### src/hw/purs_pkg.sv
/*
  constants, encodings and types shared by the power-up reset sequencer.
  assumes a single 125 MHz clock domain; analog detector outputs arrive
  as asynchronous pins and are synchronised inside the design.
*/
package purs_pkg;

  // ----------------------------------------------------------------------
  // timing
  // ----------------------------------------------------------------------
  localparam int unsigned CLK_PERIOD_PS       = 8000;
  localparam int unsigned SUPPLY_SETTLE_MS    = 72;
  // period of the internal rc tick; plain default, tune to the silicon
  localparam int unsigned RC_TICK_US          = 1000;
  localparam int unsigned SUPPLY_SETTLE_TICKS =
    (SUPPLY_SETTLE_MS * 1000) / RC_TICK_US;
  localparam int unsigned OSC_SETTLE_CYCLES   = 1024;
  // least under-voltage time that trips a droop reset; plain default
  localparam int unsigned DROOP_FILTER_NS     = 2000;
  localparam int unsigned DROOP_FILTER_CYC    =
    (DROOP_FILTER_NS * 1000 + CLK_PERIOD_PS - 1) / CLK_PERIOD_PS;
  localparam int unsigned CNT_W               = 16;

  // ----------------------------------------------------------------------
  // register map and fields
  // ----------------------------------------------------------------------
  localparam logic [7:0] ADDR_FLAGS     = 8'h00;
  localparam logic [7:0] ADDR_CAUSE     = 8'h01;
  localparam logic [7:0] ADDR_IRQ_STAT  = 8'h02;
  localparam logic [7:0] ADDR_IRQ_MASK  = 8'h03;
  localparam int unsigned FLAG_DROOP_BIT = 0;
  localparam int unsigned FLAG_POR_BIT   = 1;
  localparam int unsigned IRQ_DROOP      = 0;
  localparam int unsigned IRQ_POR        = 1;
  localparam int unsigned IRQ_RELEASE    = 2;
  localparam int unsigned IRQ_WDT        = 3;
  localparam int unsigned IRQ_W          = 4;

  // cause field is {watchdog_expiry_flag, sleep_entry_flag}
  localparam logic [1:0] CAUSE_RUN      = 2'h3;
  localparam logic [1:0] CAUSE_WDT_RST  = 2'h1;
  localparam logic [1:0] CAUSE_WDT_WAKE = 2'h0;
  localparam logic [1:0] CAUSE_SLEEP    = 2'h2;
  localparam logic [1:0] CAUSE_RST      = 2'h3;
  localparam logic [1:0] FLAGS_RST      = 2'h0;
  localparam logic [IRQ_W-1:0] MASK_RST = 4'h0;

  // ----------------------------------------------------------------------
  // oscillator modes and sequencer states
  // ----------------------------------------------------------------------
  localparam logic [1:0] OSC_LOW_POWER  = 2'h0;
  localparam logic [1:0] OSC_MEDIUM     = 2'h1;
  localparam logic [1:0] OSC_HIGH_SPEED = 2'h2;
  localparam logic [1:0] OSC_RC         = 2'h3;

  typedef enum logic [2:0] {
    S_START, S_SUPPLY, S_OSC, S_RUN, S_SLEEP, S_DROOP
  } purs_seq_t;

  function automatic logic purs_is_crystal(input logic [1:0] mode);
    purs_is_crystal = (mode == OSC_LOW_POWER) || (mode == OSC_MEDIUM) ||
                      (mode == OSC_HIGH_SPEED);
  endfunction

endpackage

### src/hw/purs_edge_cnt.sv
/*
  edge counter: synchronises an asynchronous clock-like pin and counts
  its rising edges up to a target, then holds done until restarted.
  assumes restart and run come from logic on clk.
*/
`timescale 1ns/10ps

module purs_edge_cnt
  import purs_pkg::*;
#(
  parameter int unsigned TARGET = OSC_SETTLE_CYCLES
) (
  // clock, reset, enable
  input  wire logic clk,
  input  wire logic rst_b,
  input  wire logic ce,
  // pin whose edges are counted
  input  wire logic src,
  // control and result
  input  wire logic restart,
  input  wire logic run,
  output logic      done
);

  localparam logic [CNT_W-1:0] LAST = CNT_W'(TARGET - 1);

  typedef struct packed {
    logic [2:0]       sync;
    logic [CNT_W-1:0] cnt;
    logic             done;
  } purs_ecnt_t;

  purs_ecnt_t q;
  purs_ecnt_t d;

  // sync[0] feeds only sync[1]; the edge is taken from sync[1] and sync[2]
  always_comb begin
    d      = q;
    d.sync = {q.sync[1:0], src};
    if (restart) begin
      d.cnt  = '0;
      d.done = 1'b0;
    end else if (run && !q.done && q.sync[1] && !q.sync[2]) begin
      d.cnt = q.cnt + 1'b1;
      if (q.cnt == LAST) begin
        d.done = 1'b1;
      end
    end
  end

  always_ff @(posedge clk) begin
    if (!rst_b) begin
      q <= '0;
    end else if (ce) begin
      q <= d;
    end
  end

  assign done = q.done;

  done_count_a: assert property (@(posedge clk) disable iff (!rst_b)
    (q.done && !$past(q.done)) |-> ($past(q.cnt) == LAST))
    else $error("edge counter finished before its target");

endmodule

### src/hw/purs_top.sv
/*
  power-up and supply-droop reset sequencer: holds the core in reset
  through the supply-settle and oscillator-settle delays, keeps the power
  status flags and the watchdog and sleep cause bits.
  assumes detector outputs, the reset pin, the rc tick and the oscillator
  input are asynchronous pins; configuration bits are static.
*/
// Local design decisions: the strobed register port and the address map.
`timescale 1ns/10ps

module purs_top
  import purs_pkg::*;
#(
  parameter int unsigned SETTLE_TICKS = SUPPLY_SETTLE_TICKS,
  parameter int unsigned OSC_CYCLES   = OSC_SETTLE_CYCLES,
  parameter int unsigned DROOP_FILTER = DROOP_FILTER_CYC,
  parameter bit          DROOP_IMPL   = 1'b1
) (
  // clock, reset, enable
  input  wire logic       clk,
  input  wire logic       rst_b,
  input  wire logic       ce,
  // asynchronous pins
  input  wire logic       por_pulse,
  input  wire logic       under_voltage,
  input  wire logic       external_reset_n,
  input  wire logic       rc_tick,
  input  wire logic       oscillator_input,
  // configuration bits
  input  wire logic       supply_settle_timer_enable_n,
  input  wire logic       droop_detect_enable,
  input  wire logic [1:0] osc_mode,
  // core events
  input  wire logic       wdt_expire,
  input  wire logic       wdt_clear,
  input  wire logic       sleep_enter,
  input  wire logic       int_wake,
  // register port
  input  wire logic [7:0] reg_addr,
  input  wire logic [7:0] reg_wdata,
  input  wire logic       reg_we,
  input  wire logic       reg_re,
  output logic      [7:0] reg_rdata,
  // core control and interrupt
  output logic            core_reset_n,
  output logic            core_sleep,
  output logic            irq
);

  localparam logic [CNT_W-1:0] FILT_MAX = CNT_W'(DROOP_FILTER - 1);

  typedef struct packed {
    logic [2:0]       por_s;
    logic [1:0]       uv_s;
    logic [1:0]       ext_s;
    logic [CNT_W-1:0] filt;
    purs_seq_t        seq;
    logic [1:0]       flags;
    logic [1:0]       cause;
    logic [IRQ_W-1:0] irq_st;
    logic [IRQ_W-1:0] mask;
    logic [7:0]       rdata;
    logic             core_rst_n;
    logic             sleep;
  } purs_state_t;

  purs_state_t      q;
  purs_state_t      d;
  logic             por_evt;
  logic             uv;
  logic             droop_trip;
  logic             xtal;
  logic             settle_on;
  logic             wdt_hit;
  logic             wake;
  logic             sup_done;
  logic             osc_done;
  logic             sup_restart;
  logic             osc_restart;
  logic [IRQ_W-1:0] irq_set;

  // ----------------------------------------------------------------------
  // settle counters
  // ----------------------------------------------------------------------
  purs_edge_cnt #(
    .TARGET (SETTLE_TICKS)
  ) u_supply_settle_timer (
    .clk     (clk),
    .rst_b   (rst_b),
    .ce      (ce),
    .src     (rc_tick),
    .restart (sup_restart),
    .run     (q.seq == S_SUPPLY),
    .done    (sup_done)
  );

  purs_edge_cnt #(
    .TARGET (OSC_CYCLES)
  ) u_oscillator_settle_timer (
    .clk     (clk),
    .rst_b   (rst_b),
    .ce      (ce),
    .src     (oscillator_input),
    .restart (osc_restart),
    .run     (q.seq == S_OSC),
    .done    (osc_done)
  );

  // ----------------------------------------------------------------------
  // next state
  // ----------------------------------------------------------------------
  always_comb begin
    d          = q;
    por_evt    = q.por_s[1] & ~q.por_s[2];
    uv         = q.uv_s[1] & droop_detect_enable & DROOP_IMPL;
    droop_trip = uv & (q.filt == FILT_MAX);
    xtal       = purs_is_crystal(osc_mode);
    settle_on  = ~supply_settle_timer_enable_n;
    wdt_hit    = 1'b0;
    wake       = 1'b0;
    irq_set    = '0;
    d.por_s    = {q.por_s[1:0], por_pulse};
    d.uv_s     = {q.uv_s[0], under_voltage};
    d.ext_s    = {q.ext_s[0], external_reset_n};
    d.rdata    = 8'h00;

    // short dips never reach the end of the filter
    if (!uv) begin
      d.filt = '0;
    end else if (q.filt != FILT_MAX) begin
      d.filt = q.filt + 1'b1;
    end

    // software access; hardware updates below take precedence
    if (reg_we) begin
      case (reg_addr)
        ADDR_FLAGS:    d.flags  = reg_wdata[1:0];
        ADDR_IRQ_STAT: d.irq_st = q.irq_st & ~reg_wdata[IRQ_W-1:0];
        ADDR_IRQ_MASK: d.mask   = reg_wdata[IRQ_W-1:0];
        default: ;
      endcase
    end
    if (reg_re) begin
      case (reg_addr)
        ADDR_FLAGS:    d.rdata = {6'h00, q.flags};
        ADDR_CAUSE:    d.rdata = {6'h00, q.cause};
        ADDR_IRQ_STAT: d.rdata = {4'h0, q.irq_st};
        ADDR_IRQ_MASK: d.rdata = {4'h0, q.mask};
        default:       d.rdata = 8'h00;
      endcase
    end

    // the reset pin gates the core, wakes the sequence from S_SLEEP and sets the cause to CAUSE_RUN in S_RUN; otherwise the sequence ignores it
    if (por_evt) begin
      d.seq = S_START;
    end else if (droop_trip && q.seq != S_DROOP) begin
      d.seq                   = S_DROOP;
      d.flags[FLAG_DROOP_BIT] = 1'b0;
      d.cause                 = CAUSE_RUN;
      irq_set[IRQ_DROOP]      = 1'b1;
    end else begin
      unique case (q.seq)
        S_START: begin
          d.flags[FLAG_POR_BIT] = 1'b0;
          d.cause               = CAUSE_RST;
          irq_set[IRQ_POR]      = 1'b1;
          // rc mode with the timer off releases with no delay
          d.seq = settle_on ? S_SUPPLY : xtal ? S_OSC : S_RUN;
        end
        S_DROOP: begin
          if (!uv) begin
            d.seq = settle_on ? S_SUPPLY : (xtal ? S_OSC : S_RUN);
          end
        end
        S_SUPPLY: begin
          if (uv) begin
            d.seq                   = S_DROOP;
            d.flags[FLAG_DROOP_BIT] = 1'b0;
            irq_set[IRQ_DROOP]      = 1'b1;
          end else if (sup_done) begin
            d.seq = xtal ? S_OSC : S_RUN;
          end
        end
        S_OSC: begin
          if (osc_done) begin
            d.seq = S_RUN;
          end
        end
        S_RUN: begin
          if (wdt_expire) begin
            d.cause          = CAUSE_WDT_RST;
            wdt_hit          = 1'b1;
            irq_set[IRQ_WDT] = 1'b1;
          end else if (sleep_enter) begin
            d.seq   = S_SLEEP;
            d.cause = CAUSE_SLEEP;
          end else if (!q.ext_s[1] || wdt_clear) begin
            d.cause = CAUSE_RUN;
          end
        end
        S_SLEEP: begin
          if (wdt_expire) begin
            d.cause          = CAUSE_WDT_WAKE;
            irq_set[IRQ_WDT] = 1'b1;
            wake             = 1'b1;
          end else if (int_wake || !q.ext_s[1]) begin
            d.cause = CAUSE_SLEEP;
            wake    = 1'b1;
          end
          if (wake) begin
            d.seq = xtal ? S_OSC : S_RUN;
          end
        end
      endcase
    end

    if (d.seq == S_RUN && q.seq != S_RUN && q.seq != S_SLEEP) begin
      irq_set[IRQ_RELEASE] = 1'b1;
    end
    // a clear and an event in one cycle keep the event
    d.irq_st = d.irq_st | irq_set;
    // the droop flag bit does not exist on variants without detection
    if (!DROOP_IMPL) begin
      d.flags[FLAG_DROOP_BIT] = 1'b0;
    end
    // while detection is off the droop flag is left alone and undefined
    d.core_rst_n = (q.seq == S_RUN || q.seq == S_SLEEP) && q.ext_s[1] &&
                   !wdt_hit && !por_evt;
    d.sleep      = (d.seq == S_SLEEP);
  end

  assign sup_restart = (d.seq == S_SUPPLY) && (q.seq != S_SUPPLY);
  assign osc_restart = (d.seq == S_OSC) && (q.seq != S_OSC);

  // ----------------------------------------------------------------------
  // state register and outputs
  // ----------------------------------------------------------------------
  always_ff @(posedge clk) begin
    if (!rst_b) begin
      q       <= '0;
      q.seq   <= S_START;
      q.flags <= FLAGS_RST;
      q.cause <= CAUSE_RST;
      q.mask  <= MASK_RST;
    end else if (ce) begin
      q <= d;
    end
  end

  assign reg_rdata    = q.rdata;
  assign core_reset_n = q.core_rst_n;
  assign core_sleep   = q.sleep;
  assign irq          = |(q.irq_st & q.mask);

  // ----------------------------------------------------------------------
  // checks
  // ----------------------------------------------------------------------
  supply_start_a: assert property (@(posedge clk) disable iff (!rst_b)
    (ce && q.seq == S_START && !por_evt && !droop_trip && settle_on)
      |=> (q.seq == S_SUPPLY))
    else $error("power-on did not start the supply-settle timer");

  hold_supply_a: assert property (@(posedge clk) disable iff (!rst_b)
    (q.seq == S_SUPPLY) |=> !core_reset_n)
    else $error("core left reset during the supply-settle delay");

  skip_supply_a: assert property (@(posedge clk) disable iff (!rst_b)
    (ce && q.seq != S_SUPPLY && !settle_on && !uv) |=> (q.seq != S_SUPPLY))
    else $error("disabled supply-settle timer was started");

  osc_after_a: assert property (@(posedge clk) disable iff (!rst_b)
    (ce && q.seq == S_SUPPLY && sup_done && !uv && !por_evt && xtal)
      |=> (q.seq == S_OSC) ##1 !core_reset_n)
    else $error("oscillator count did not follow the supply delay");

  rc_no_osc_a: assert property (@(posedge clk) disable iff (!rst_b)
    (ce && q.seq != S_OSC && !xtal) |=> (q.seq != S_OSC))
    else $error("oscillator count entered in rc mode");

  droop_off_a: assert property (@(posedge clk) disable iff (!rst_b)
    (ce && !droop_detect_enable && q.seq != S_DROOP) |=> (q.seq != S_DROOP))
    else $error("droop reset with detection disabled");

  droop_enter_a: assert property (@(posedge clk) disable iff (!rst_b)
    (ce && droop_trip && !por_evt) |=> (q.seq == S_DROOP) ##1 !core_reset_n)
    else $error("filtered under-voltage did not reset the chip");

  droop_hold_a: assert property (@(posedge clk) disable iff (!rst_b)
    (ce && q.seq == S_DROOP && !uv && !por_evt && settle_on)
      |=> (q.seq == S_SUPPLY))
    else $error("droop release did not restart the supply delay");

  droop_again_a: assert property (@(posedge clk) disable iff (!rst_b)
    (ce && q.seq == S_SUPPLY && uv && !por_evt) |=> (q.seq == S_DROOP))
    else $error("under-voltage in supply delay did not re-enter droop");

  rc_no_delay_a: assert property (@(posedge clk) disable iff (!rst_b)
    (ce && q.seq == S_START && !por_evt && !droop_trip && !settle_on && !xtal)
      |=> (q.seq == S_RUN))
    else $error("rc mode without timer still delayed release");

  pin_gates_a: assert property (@(posedge clk) disable iff (!rst_b)
    (ce && !q.ext_s[1]) |=> !core_reset_n)
    else $error("core left reset while the reset pin was low");

  droop_flag_a: assert property (@(posedge clk) disable iff (!rst_b)
    (ce && droop_trip && !por_evt) |=> !q.flags[FLAG_DROOP_BIT])
    else $error("droop reset left the droop flag set");

  por_flag_a: assert property (@(posedge clk) disable iff (!rst_b)
    (ce && q.seq == S_START && !por_evt && !droop_trip)
      |=> !q.flags[FLAG_POR_BIT])
    else $error("power-on did not clear the power-on flag");

  flag_absent_a: assert property (@(posedge clk) disable iff (!rst_b)
    !DROOP_IMPL |-> !q.flags[FLAG_DROOP_BIT])
    else $error("unimplemented droop flag bit reads as one");

  cause_wdt_a: assert property (@(posedge clk) disable iff (!rst_b)
    (ce && q.seq == S_RUN && wdt_expire && !por_evt && !droop_trip)
      |=> (q.cause == CAUSE_WDT_RST) && !core_reset_n)
    else $error("watchdog reset gave the wrong cause code");

endmodule

### config.mk
export PLATFORM = sky130hd
export DESIGN_NAME = purs_top
export DESIGN_NICKNAME = d
export VERILOG_FILES = /design/src/hw/purs_pkg.sv /design/src/hw/purs_edge_cnt.sv /design/src/hw/purs_top.sv
export SDC_FILE = /design/constraint.sdc
export NUM_CORES = 1
export LEC_CHECK = 0
export BUFFER_PORTS_ARGS = -buffer_cell sky130_fd_sc_hd__buf_2
export CAP_MARGIN = 20
export CORE_MARGIN = 2
export CORE_UTILIZATION = 45
export CTS_CLUSTER_SIZE = 30
export DETAILED_ROUTE_END_ITERATION = 8
export PLACE_DENSITY = 0.68
export SYNTH_ARGS = -nofsm -noshare
export SYNTH_HDL_FRONTEND = slang
export SYNTH_SLANG_ARGS = --single-unit
export TNS_END_PERCENT = 100
### constraint.sdc
create_clock -name clk -period 3.8 [get_ports clk]
set_input_delay 0.76 -clock clk [delete_from_list [all_inputs] [get_ports clk]]
set_output_delay 0.76 -clock clk [all_outputs]
set_load 0.03 [all_outputs]
# After elaboration in Yosys (flattened, before gate mapping)

Index checks and enable logic that the tools add are counted.

Bitwise gates (word level): 9
Equality and inequality tests: 26
Mux-type cells: 58
$add $sub $neg: 3
Reduce and logical (&&, ||, !) cells: 43

Operators by type and width:

| cell                                                              | count |
|---|---|
| 17-bit two-way mux                                                | 4 |
| 16-bit by 1-bit adder with 16-bit output, second input constant   | 3 |
| 3-bit two-way mux                                                 | 11 |
| 16-bit two-way mux                                                | 2 |
| 1-bit two-way mux                                                 | 25 |
| 3-bit one-hot mux with 6 select lines                             | 1 |
| 16-bit by 10-bit == test with 1-bit output, second input constant | 1 |
| 16-bit by 7-bit == test with 1-bit output, second input constant  | 1 |
| 16-bit by 8-bit == test with 1-bit output, second input constant  | 1 |
| 8-bit by 2-bit == test with 1-bit output, second input constant   | 2 |
| 2-bit two-way mux                                                 | 8 |
| 4-bit two-way mux                                                 | 4 |
| 16-bit by 8-bit != test with 1-bit output, second input constant  | 1 |
| 4-bit one-hot mux with 4 select lines                             | 1 |
| 1-bit logical AND                                                 | 14 |
| 3-bit by 2-bit == test with 1-bit output, second input constant   | 4 |
| 3-bit == test, second input constant                              | 3 |
| 3-bit AND reduction                                               | 3 |
| 4-bit bitwise AND                                                 | 2 |
| 8-bit by 1-bit == test with 1-bit output, second input constant   | 1 |
| 8-bit logical NOT                                                 | 1 |
| 8-bit two-way mux                                                 | 1 |
| 2-bit nonzero test                                                | 4 |
| 1-bit logical NOT                                                 | 7 |
| other kinds (22)                                                  | 34 |

Input bits: 34
Logic and storage cells: 157
Bits in registers: 88
Output and inout port bits: 11

# Depth between registers and ports, before layout

Gate-level depths: netlist (run 1).

Depth after elaboration: 16
Mapped depth: 9
Mapped depth without buffers: 8

# By module

Synthesis (run 1) repeated with hierarchy kept, for this count alone.

Cells, all modules: 505
Area total of the unflattened synthesis: 4485.6 um^2

Modules (own cells, without submodules):

| module                                    | times used | cells an instance | area an instance (um^2) | seq. area each (um^2) |
|---|---|---|---|---|
| purs_top                                  | 1          | 293               | 2541.2                  | 880.8 |
| purs_edge_cnt (u_supply_settle_timer)     | 1          | 107               | 977.2                   | 400.4 |
| purs_edge_cnt (u_oscillator_settle_timer) | 1          | 105               | 967.2                   | 400.4 |

# Worst setup path before layout (run 1)

Ideal clock, no wire load.

Path kind: input-to-reg
Start point: in reg_addr[5]
End point: reg q[10] in the netlist's numbering
Stages: 7
Slack: 1.458 ns
Buffers on the path: 1
Required time: 3.672 ns
Data arrival time: 2.214 ns
Library setup time: 0.128 ns
Path through: or4_4 -> nor3_4 -> nand2_1 -> or3_1 -> clkbuf_2 -> mux2i_1 -> nor2_1

Longest elaborated chain between the ends: 2

Ends and longest elaborated chain:

| element                                  | RTL line        | text |
|---|---|---|
| from (decl)                              | purs_top.sv:39  | `input wire logic [7:0] reg_addr,` |
| 8-bit by 2-bit == test with 1-bit output | purs_top.sv:136 | `case (reg_addr)` |
| 3-bit AND reduction (no source line)     | --              |  |
| to (decl)                                | purs_top.sv:67  | `purs_state_t q;` |

Every way passes these cells.
A chain may end at the register's enable or synchronous reset.

# Worst setup path after layout (run 1)

Start point: in supply_settle_timer_enable_n
End point: reg u_oscillator_settle_timer.q[4] in the netlist's numbering

Longest elaborated chain between the ends: 9
Elaborated cells between the ends (all ways): 10
Those cells by class: eq/ne: 1; mux: 6; reduce/logical: 3

Ends and longest elaborated chain:

| element                                      | RTL line                         | text |
|---|---|---|
| from (decl)                                  | purs_top.sv:30                   | `input wire logic supply_settle_timer_enable_n,` |
| 3-bit two-way mux (*)                        | purs_top.sv:168, purs_top.sv:172 |  |
| 3-bit two-way mux                            | purs_top.sv:171                  | `if (!uv) begin` |
| 3-bit one-hot mux with 6 select lines (*)    | purs_top.sv:162                  | `unique case (q.seq)` |
| 3-bit two-way mux (*)                        | purs_top.sv:156                  | `end else if (droop_trip && q.seq != S_DROOP) begin` |
| 3-bit two-way mux (*)                        | purs_top.sv:154                  | `if (por_evt) begin` |
| 3-bit by 2-bit == test with 1-bit output (*) | purs_top.sv:233                  | `assign osc_restart = (d.seq == S_OSC) && (q.seq != S_OSC);` |
| 1-bit logical AND (*)                        | purs_top.sv:233                  |  |
| 2-bit nonzero test (no source line)          | --                               |  |
| 2-bit AND reduction (no source line)         | --                               |  |
| to (signal assigned)                         | purs_edge_cnt.sv:53              | `q <= '0;` |
| to (signal assigned)                         | purs_edge_cnt.sv:55              | `q <= d;` |
| to (decl)                                    | purs_edge_cnt.sv:33              | `purs_ecnt_t q;` |

Mark *: on every way between the ends. The rest lies on a longest branch, timed or not.

==> results.py, run 1 <==
metrics = {
    "sta": {
        "fin_crit_sh_pct": 67.9,
        "final.setup_skew_ns": 0.0138,
        "grt_setup_unrepaired": "false",
        "period_minus_slack_ns": 2.58,
        "finalSetupViolations": 0,
        "tightest_slew_ns": 0.613,
        "relSlewSlack_pct": 59.1,
        "hold_viol": 0,
        "finalMaxSlewViolations": 0,
        "hold-worst-slack_ns": 0.475,
        "fmax_ghz": 0.387,
        "setup_tns_ns": 0,
    },
    "critical_path": {
        "cp.required_ns": 4.03,
        "rr_worst_depth": 6,
        "r2r-start": "q[24]$_SDFFE_PN0P_",
        "cp.arrival_ns": 2.81,
        "crit_fanout": 13,
        "r2r_slack_ns": 1.26,
        "cp-end-kind": "register",
        "crit_type": "in -> reg",
        "rr_endpoint": "u_oscillator_settle_timer.q[16]$_SDFFE_PN0P_",
        "cp-start-kind": "input pin",
    },
    "drt": {
        "wl_per_cell_um": 14.4,
        "drt_iter0_markers": 203,
        "vias": 3922,
        "vias_per_cell": 5.67,
        "route.detailed.drc": 0,
        "dr.pass1.iters": 4,
        "wl_mm": 9.99,
        "ant_nets": 0,
    },
    "place": {
        "placed_cells": 677,
        "numPortBuffers": 36,
        "gp_congestion": 0.933,
        "place_hpwl_mm": 6.98,
        "dpl_cell_area_um2": 4680,
    },
    "die": {
        "die-area_um2": 10700,
        "start_util_pct": 46.0,
        "die_width_um": 104,
        "core_um2": 9680,
        "rows": 36,
        "ios": 45,
        "fp.dieH_um": 104,
    },
    "clock_network": {
        "cts_root_buf": "clkbuf_8",
        "post_cts_resized": 0,
        "clk_pin_slew_ns": 0.08,
        "hold_buffers": 0,
        "numCtsBuffers": 9,
        "clockBufferDepth": 2,
        "cts_tree": "done",
        "clk_latency_ns": 0.36,
        "cts_setup_buffers": 0,
        "cts_sinks": 84,
        "cts-htree-levels": 3,
    },
    "global_routing": {
        "grt_antenna_before_repair": 0,
        "grt_pass1_vias": 3610,
        "grt-ovfl-total": 0,
        "grt_pass1_wl_mm": 17.0,
        "grt_max_degree": 38,
        "track_usage_pct": 18.9,
    },
    "synthesis": {
        "muxShareOfSynthArea_pct": 6.65,
        "async_flop_share_pct": 0,
        "synthTopCellsByArea": "dfxtp_1, mux2i_1, nor2_1",
        "synth_seq_cells": 84,
        "ys_warn_count": 0,
        "synth_cells": 534,
        "ys_seq_area_share_pct": 37.7,
        "syn_avg_cell_area_um2": 8.35,
        "ys.flop_type": "dfxtp_1",
        "synth_cell_types": 73,
        "synthAdderAreaFrac_pct": 1.12,
        "yosys.area_share.simple_pct": 29.8,
        "synth_common_cells": "dfxtp_1, nor2_1, nand2_1, nand3_1, a21oi_1",
        "synth_area_um2": 4460,
        "synth.most_common_cell": "dfxtp_1",
        "synth_edf_count": 0,
        "synth-xor-area-share_pct": 3.14,
        "synth_top_area_cell": "dfxtp_1",
        "synth_top_family_by_area": "simple AND/OR/NAND/NOR gates",
        "synth-compound-area-share_pct": 17.0,
        "yosysTopAreaCellShare_pct": 37.7,
    },
    "status": {
        "status": "completed",
    },
    "pwr": {
        "powerDensity_nw_per_um2": 344,
        "vdd.ir_drop.worst_mv": 0.240,
        "p_leak_uw": 0.00179,
    },
    "hold_path": {
        "min_path_type": "reg -> reg",
        "hp-start": "reg_rdata[0]$_SDFFE_PN0P_",
        "min_path_cells": 2,
        "worstHoldEndpoint": "reg_rdata[0]$_SDFFE_PN0P_",
    },
    "cells_and_area": {
        "design_area_um2": 4860,
        "syn_to_final_growth_pct": 9.01,
        "postLayoutCoreUtil_pct": 50.2,
        "diodes": 0,
        "layout.cells.non_filler": 692,
        "layout-drive-gt1-share_pct": 14.7,
        "nets": 593,
    },
    "job": {
        "cap_violations": 0,
    },
}
## per-layer routing
layer	wire (µm)	track usage, %
met5	0	0
met1	4770	24.9
met3	356	2.77
met2	4640	30.5
met4	231	8.69
## power by group
group / switching, µW / internal [µW]
logic: 111 / 62.8
clock network: 324 / 267
registers: 15.2 / 891
## through the flow
step                      setup WS (ns)  total power (µW)
after floorplan                    1.46              1050
after detailed placement          0.792              1100
after global placement            0.844              1100
after CTS                          1.17              1690
final                              1.22              1670
after global routing              0.992              1730
## registers in the layout (all words and copies together) (netlist names)
signal and flops:
u_supply_settle_timer.q 17, core_sleep 1, u_oscillator_settle_timer.q 17, core_reset_n 1, u_supply_settle_timer.done 1, u_supply_settle_timer.d 2
u_oscillator_settle_timer.done 1, reg_rdata 4, q 34, d 4, u_oscillator_settle_timer.d 2
## critical path, cell delays in order
cell and delay (ns):
buf_2 0.13, a21boi_0 0.42, o32ai_1 0.19, nor4_2 0.43
nand4_2 0.22, nand2_1 0.46, o221ai_1 0.20
## layout by cell type (no fill, tap or decap), types with 5 or more instances in the layout
| cell type | n |
|---|---|
| dfxtp_1 | 84 |
| nor2_1 | 62 |
| nand2_1 | 61 |
| buf_2 | 36 |
| nand3_1 | 27 |
| a21oi_1 | 26 |
| mux2i_1 | 24 |
| o21ai_0 | 21 |
| nor3_1 | 16 |
| a31oi_1 | 15 |
| nand2b_1 | 12 |
| xor2_1 | 11 |
| clkbuf_8 | 11 |
| inv_1 | 9 |
| nand4_1 | 9 |
| and3_1 | 8 |
| or3_1 | 7 |
| nor4_1 | 6 |
| or4_1 | 6 |
| a21boi_0 | 5 |
| xnor2_1 | 5 |
| o21a_1 | 5 |
## final cells by class
type | instances | area [µm²]
multi-input combinational | 411 | 2590
clock inverter | 4 | 25.0
sequential | 84 | 1680
tap | 133 | 166
fill | 913 | 4820
inverter | 9 | 33.8
clock buffer | 11 | 151
timing repair buffer | 40 | 210
## how the worst max path moves through the flow
stage	start	end	slack [ns]
final	supply_settle_timer_enable_n	u_oscillator_settle_timer.q[4]$_SDFFE_PN0P_	1.22
after global routing	supply_settle_timer_enable_n	u_oscillator_settle_timer.q[5]$_SDFFE_PN0P_	0.99
after CTS	supply_settle_timer_enable_n	u_oscillator_settle_timer.q[5]$_SDFFE_PN0P_	1.17
after detailed placement	supply_settle_timer_enable_n	u_oscillator_settle_timer.q[5]$_SDFFE_PN0P_	0.79
after global placement	supply_settle_timer_enable_n	u_oscillator_settle_timer.q[5]$_SDFFE_PN0P_	0.84
after floorplan	reg_addr[5]	q[10]$_SDFFE_PN0P_	1.46
## cells by family after synthesis
family,Yosys count
compound gates,107
xor+xnor,16
fa+ha+maj,4
buf+inv,42
flops,84
mux,27
other cells,1
simple gates,253
No activity file was read; power rests on OpenSTA's default activity.
==> inputs of run 2 (changes only) <==
--- a/config.mk
+++ b/config.mk
@@ -5,13 +5,14 @@
 export SDC_FILE = /design/constraint.sdc
 export NUM_CORES = 1
 export LEC_CHECK = 0
+export ABC_AREA = 1
 export BUFFER_PORTS_ARGS = -buffer_cell sky130_fd_sc_hd__buf_2
 export CAP_MARGIN = 20
 export CORE_MARGIN = 2
 export CORE_UTILIZATION = 45
 export CTS_CLUSTER_SIZE = 30
 export DETAILED_ROUTE_END_ITERATION = 8
-export PLACE_DENSITY = 0.68
+export PLACE_DENSITY = 0.7
 export SYNTH_ARGS = -nofsm -noshare
 export SYNTH_HDL_FRONTEND = slang
 export SYNTH_SLANG_ARGS = --single-unit
==> constraint.sdc (replaced) <==
create_clock -name clk -period 2.3 [get_ports clk]
set_input_delay 0.46 -clock clk [delete_from_list [all_inputs] [get_ports clk]]
set_output_delay 0.46 -clock clk [all_outputs]
set_load 0.03 [all_outputs]
==> results.py, run 2 <==
metrics = {
    "status": {
        "status": "completed",
    },
    "synthesis": {
        "ys.flop_type": "dfxtp_1",
        "synth_area_um2": 4850,
        "ys_seq_area_share_pct": 34.7,
        "async_flop_share_pct": 0,
        "synthTopCellsByArea": "dfxtp_1, nand2_1, nor2_1",
        "synth_cell_types": 46,
        "ys_warn_count": 0,
        "syn_avg_cell_area_um2": 6.69,
        "synth.most_common_cell": "nand2_1",
        "synth_seq_cells": 84,
        "synth_cells": 725,
        "synth_top_area_cell": "dfxtp_1",
        "yosysTopAreaCellShare_pct": 34.7,
        "synth_edf_count": 0,
        "synth_common_cells": "nand2_1, nor2_1, inv_1, dfxtp_1, a21oi_1",
    },
    "global_routing": {
        "grt_pass1_vias": 4495,
        "busiest_layer": "met2",
        "grt_pass1_wl_mm": 19.5,
        "grt_antenna_before_repair": 0,
        "use_met1_pct": 25.8,
        "grt-ovfl-total": 0,
        "met3_usage_pct": 2.91,
        "track_usage_pct": 20.6,
        "gr-usage-met2_pct": 35.9,
        "grt_max_degree": 44,
    },
    "sta": {
        "worst_slack_ns": 0.262,
        "finalMaxSlewViolations": 0,
        "fmax_ghz": 0.491,
        "setup_tns_ns": 0,
        "fin_crit_sh_pct": 88.6,
        "final.setup_skew_ns": 0.00604,
        "finalSetupViolations": 0,
        "period_minus_slack_ns": 2.04,
        "hold_viol": 0,
        "grt_setup_unrepaired": "false",
    },
    "pwr": {
        "finalPower_uw": 3270,
        "p_leak_uw": 0.00231,
        "comb_power_share_pct": 13.6,
        "clkPwrFrac_pct": 39.1,
        "p_switching_uw": 892,
        "swShare_pct": 27.3,
        "p_int_uw": 2380,
        "sequentialPowerShare_pct": 47.3,
        "vdd.ir_drop.worst_mv": 0.244,
        "powerDensity_nw_per_um2": 606,
    },
    "critical_path": {
        "cp_common_cell": "nand2_1",
        "cp.arrival_ns": 2.29,
        "path_cells": "inv_1 -> ha_1 -> nand2_1 -> nor2_2 -> nand3_1 -> nand2_1 -> nor3_1 -> nand2_1 -> inv_1 -> nand3_1 -> o21ai_0 -> a21oi_1",
        "cp-end-kind": "register",
        "cp-start-kind": "register",
        "crit_buf_inv": 2,
        "cp.required_ns": 2.55,
        "slowest_delay_ns": 0.38,
        "crit_path_top_delay_cell": "dfxtp_1",
        "cp_top_family": "simple AND/OR/NAND/NOR gates",
        "crit_type": "reg -> reg",
        "crit_fanout": 6,
    },
    "clock_network": {
        "cts-htree-levels": 3,
        "cts_tree": "done",
        "clk_pin_slew_ns": 0.09,
        "cts_root_buf": "clkbuf_8",
        "hold_buffers": 0,
        "clk_latency_ns": 0.36,
        "clockBufferDepth": 2,
        "numCtsBuffers": 9,
        "cts_sinks": 84,
    },
    "drt": {
        "drt_iter0_markers": 290,
        "ant_nets": 0,
        "wl_mm": 11.6,
        "vias_per_cell": 5.29,
        "dr.pass1.iters": 5,
        "wl_per_cell_um": 12.8,
        "vias": 4776,
        "route.detailed.drc": 0,
    },
    "job": {
        "cap_violations": 0,
    },
    "cells_and_area": {
        "syn_to_final_growth_pct": 11.3,
        "final_common_cell": "nand2_1",
        "nets": 799,
        "design_area_um2": 5400,
        "nFillCells": 992,
        "final-seq-area_um2": 1680,
        "multi_input_area_um2": 2640,
        "layout_common_cells": "nand2_1, nor2_1, inv_1",
        "largest_reg_flops": 34,
        "top_regs": "q (34), u_oscillator_settle_timer.q (17), u_supply_settle_timer.q (17)",
        "layout-drive-gt1-share_pct": 14.4,
        "regMostFlops": "q",
        "diodes": 0,
    },
    "die": {
        "start_util_pct": 46.5,
        "die_width_um": 108,
        "ios": 45,
        "fp.dieH_um": 108,
        "rows": 37,
        "die-area_um2": 11600,
        "core_um2": 10400,
    },
    "place": {
        "numPortBuffers": 36,
        "post-place-ws_ns": 0.175,
        "gp_congestion": 0.897,
        "place_hpwl_mm": 8.22,
        "dpl_cell_area_um2": 5150,
    },
    "hold_path": {
        "min_path_type": "in -> reg",
    },
}
-- run 2: worst reg2reg max path, stage by stage (launching register included) --
cell and delay (ns):
dfxtp_1 0.38, inv_1 0.08, ha_1 0.19, nand2_1 0.08
nor2_2 0.06, nand3_1 0.13, nand2_1 0.17, nor3_1 0.24
nand2_1 0.10, inv_1 0.18, nand3_1 0.11, o21ai_0 0.16
a21oi_1 0.06
-- run 2: final timing paths --
check	start	to	slack, ns	depth (start not counted)
hold / removal	rc_tick	u_supply_settle_timer.d[18]$_SDFFE_PN0P_	0.32	3
hold reg to reg	u_supply_settle_timer.q[14]$_SDFFE_PN0P_	u_supply_settle_timer.q[14]$_SDFFE_PN0P_	0.47	2
setup reg to reg	q[26]$_SDFFE_PN0P_	q[35]$_SDFFE_PN0P_	0.26	12
setup / recovery	q[26]$_SDFFE_PN0P_	q[35]$_SDFFE_PN0P_	0.26	12
-- run 2: layout make-up --
type | count | area share, %
well taps | 136 | 3.15
repair buffers | 52 | 5.56
flip-flops and latches | 84 | 31.2
inverters | 95 | 6.65
clock inverters | 6 | 2.09
multi-input cells | 519 | 49.0
clock buffers | 10 | 2.36
-- run 2: routing by layer --
metal	vias to the layer above	part of all wire, %	wire length, µm
li1	2447	-	-
met1	2176	45	5230
met2	138	48	5580
met3	15	4.9	565
met4	0	1.5	174
met5	-	0	0
-- run 2: per-stage QoR --
stage | hold slack, ns | util [%] | instances
2_1_floorplan | 0.434 | - | 728
3_3_place_gp | 0.449 | 49.4 | 886
3_5_place_dp | 0.456 | 49.4 | 886
4_1_cts | 0.308 | 51.7 | 902
5_1_grt | 0.329 | 51.8 | 902
6_report | 0.317 | 51.8 | 902
-- run 2: timing repair --
item,CTS,global route
gates resized for setup,0,4
setup endpoints to repair,0,8
buffers inserted,0,0
hold endpoints to repair,0,0
-- run 2: cell families (layout without fill, tap and decap cells) --
family | Yosys count | in the layout | share of synthesized area (%)
other | 1 | 4 | 0.0773
AO/OA/AOI/OAI | 127 | 127 | 13.9
buffers and inverters | 125 | 163 | 11.2
adder cells (fa/ha/maj) | 4 | 4 | 1.03
multiplexers | 1 | 1 | 0.206
XOR/XNOR | 9 | 9 | 1.63
AND/OR/NAND/NOR | 374 | 374 | 37.3
flip-flops | 84 | 84 | 34.7
-- run 2: power by group through the flow --
| stage | combinational [µW] | clock (µW) | sequential, µW |
|---|---|---|---|
| 2_1_floorplan | 340 | 0 | 1570 |
| 3_3_place_gp | 426 | 0 | 1580 |
| 3_5_place_dp | 437 | 0 | 1580 |
| 4_1_cts | 441 | 1300 | 1550 |
| 5_1_grt | 502 | 1360 | 1560 |
| 6_report | 444 | 1280 | 1550 |
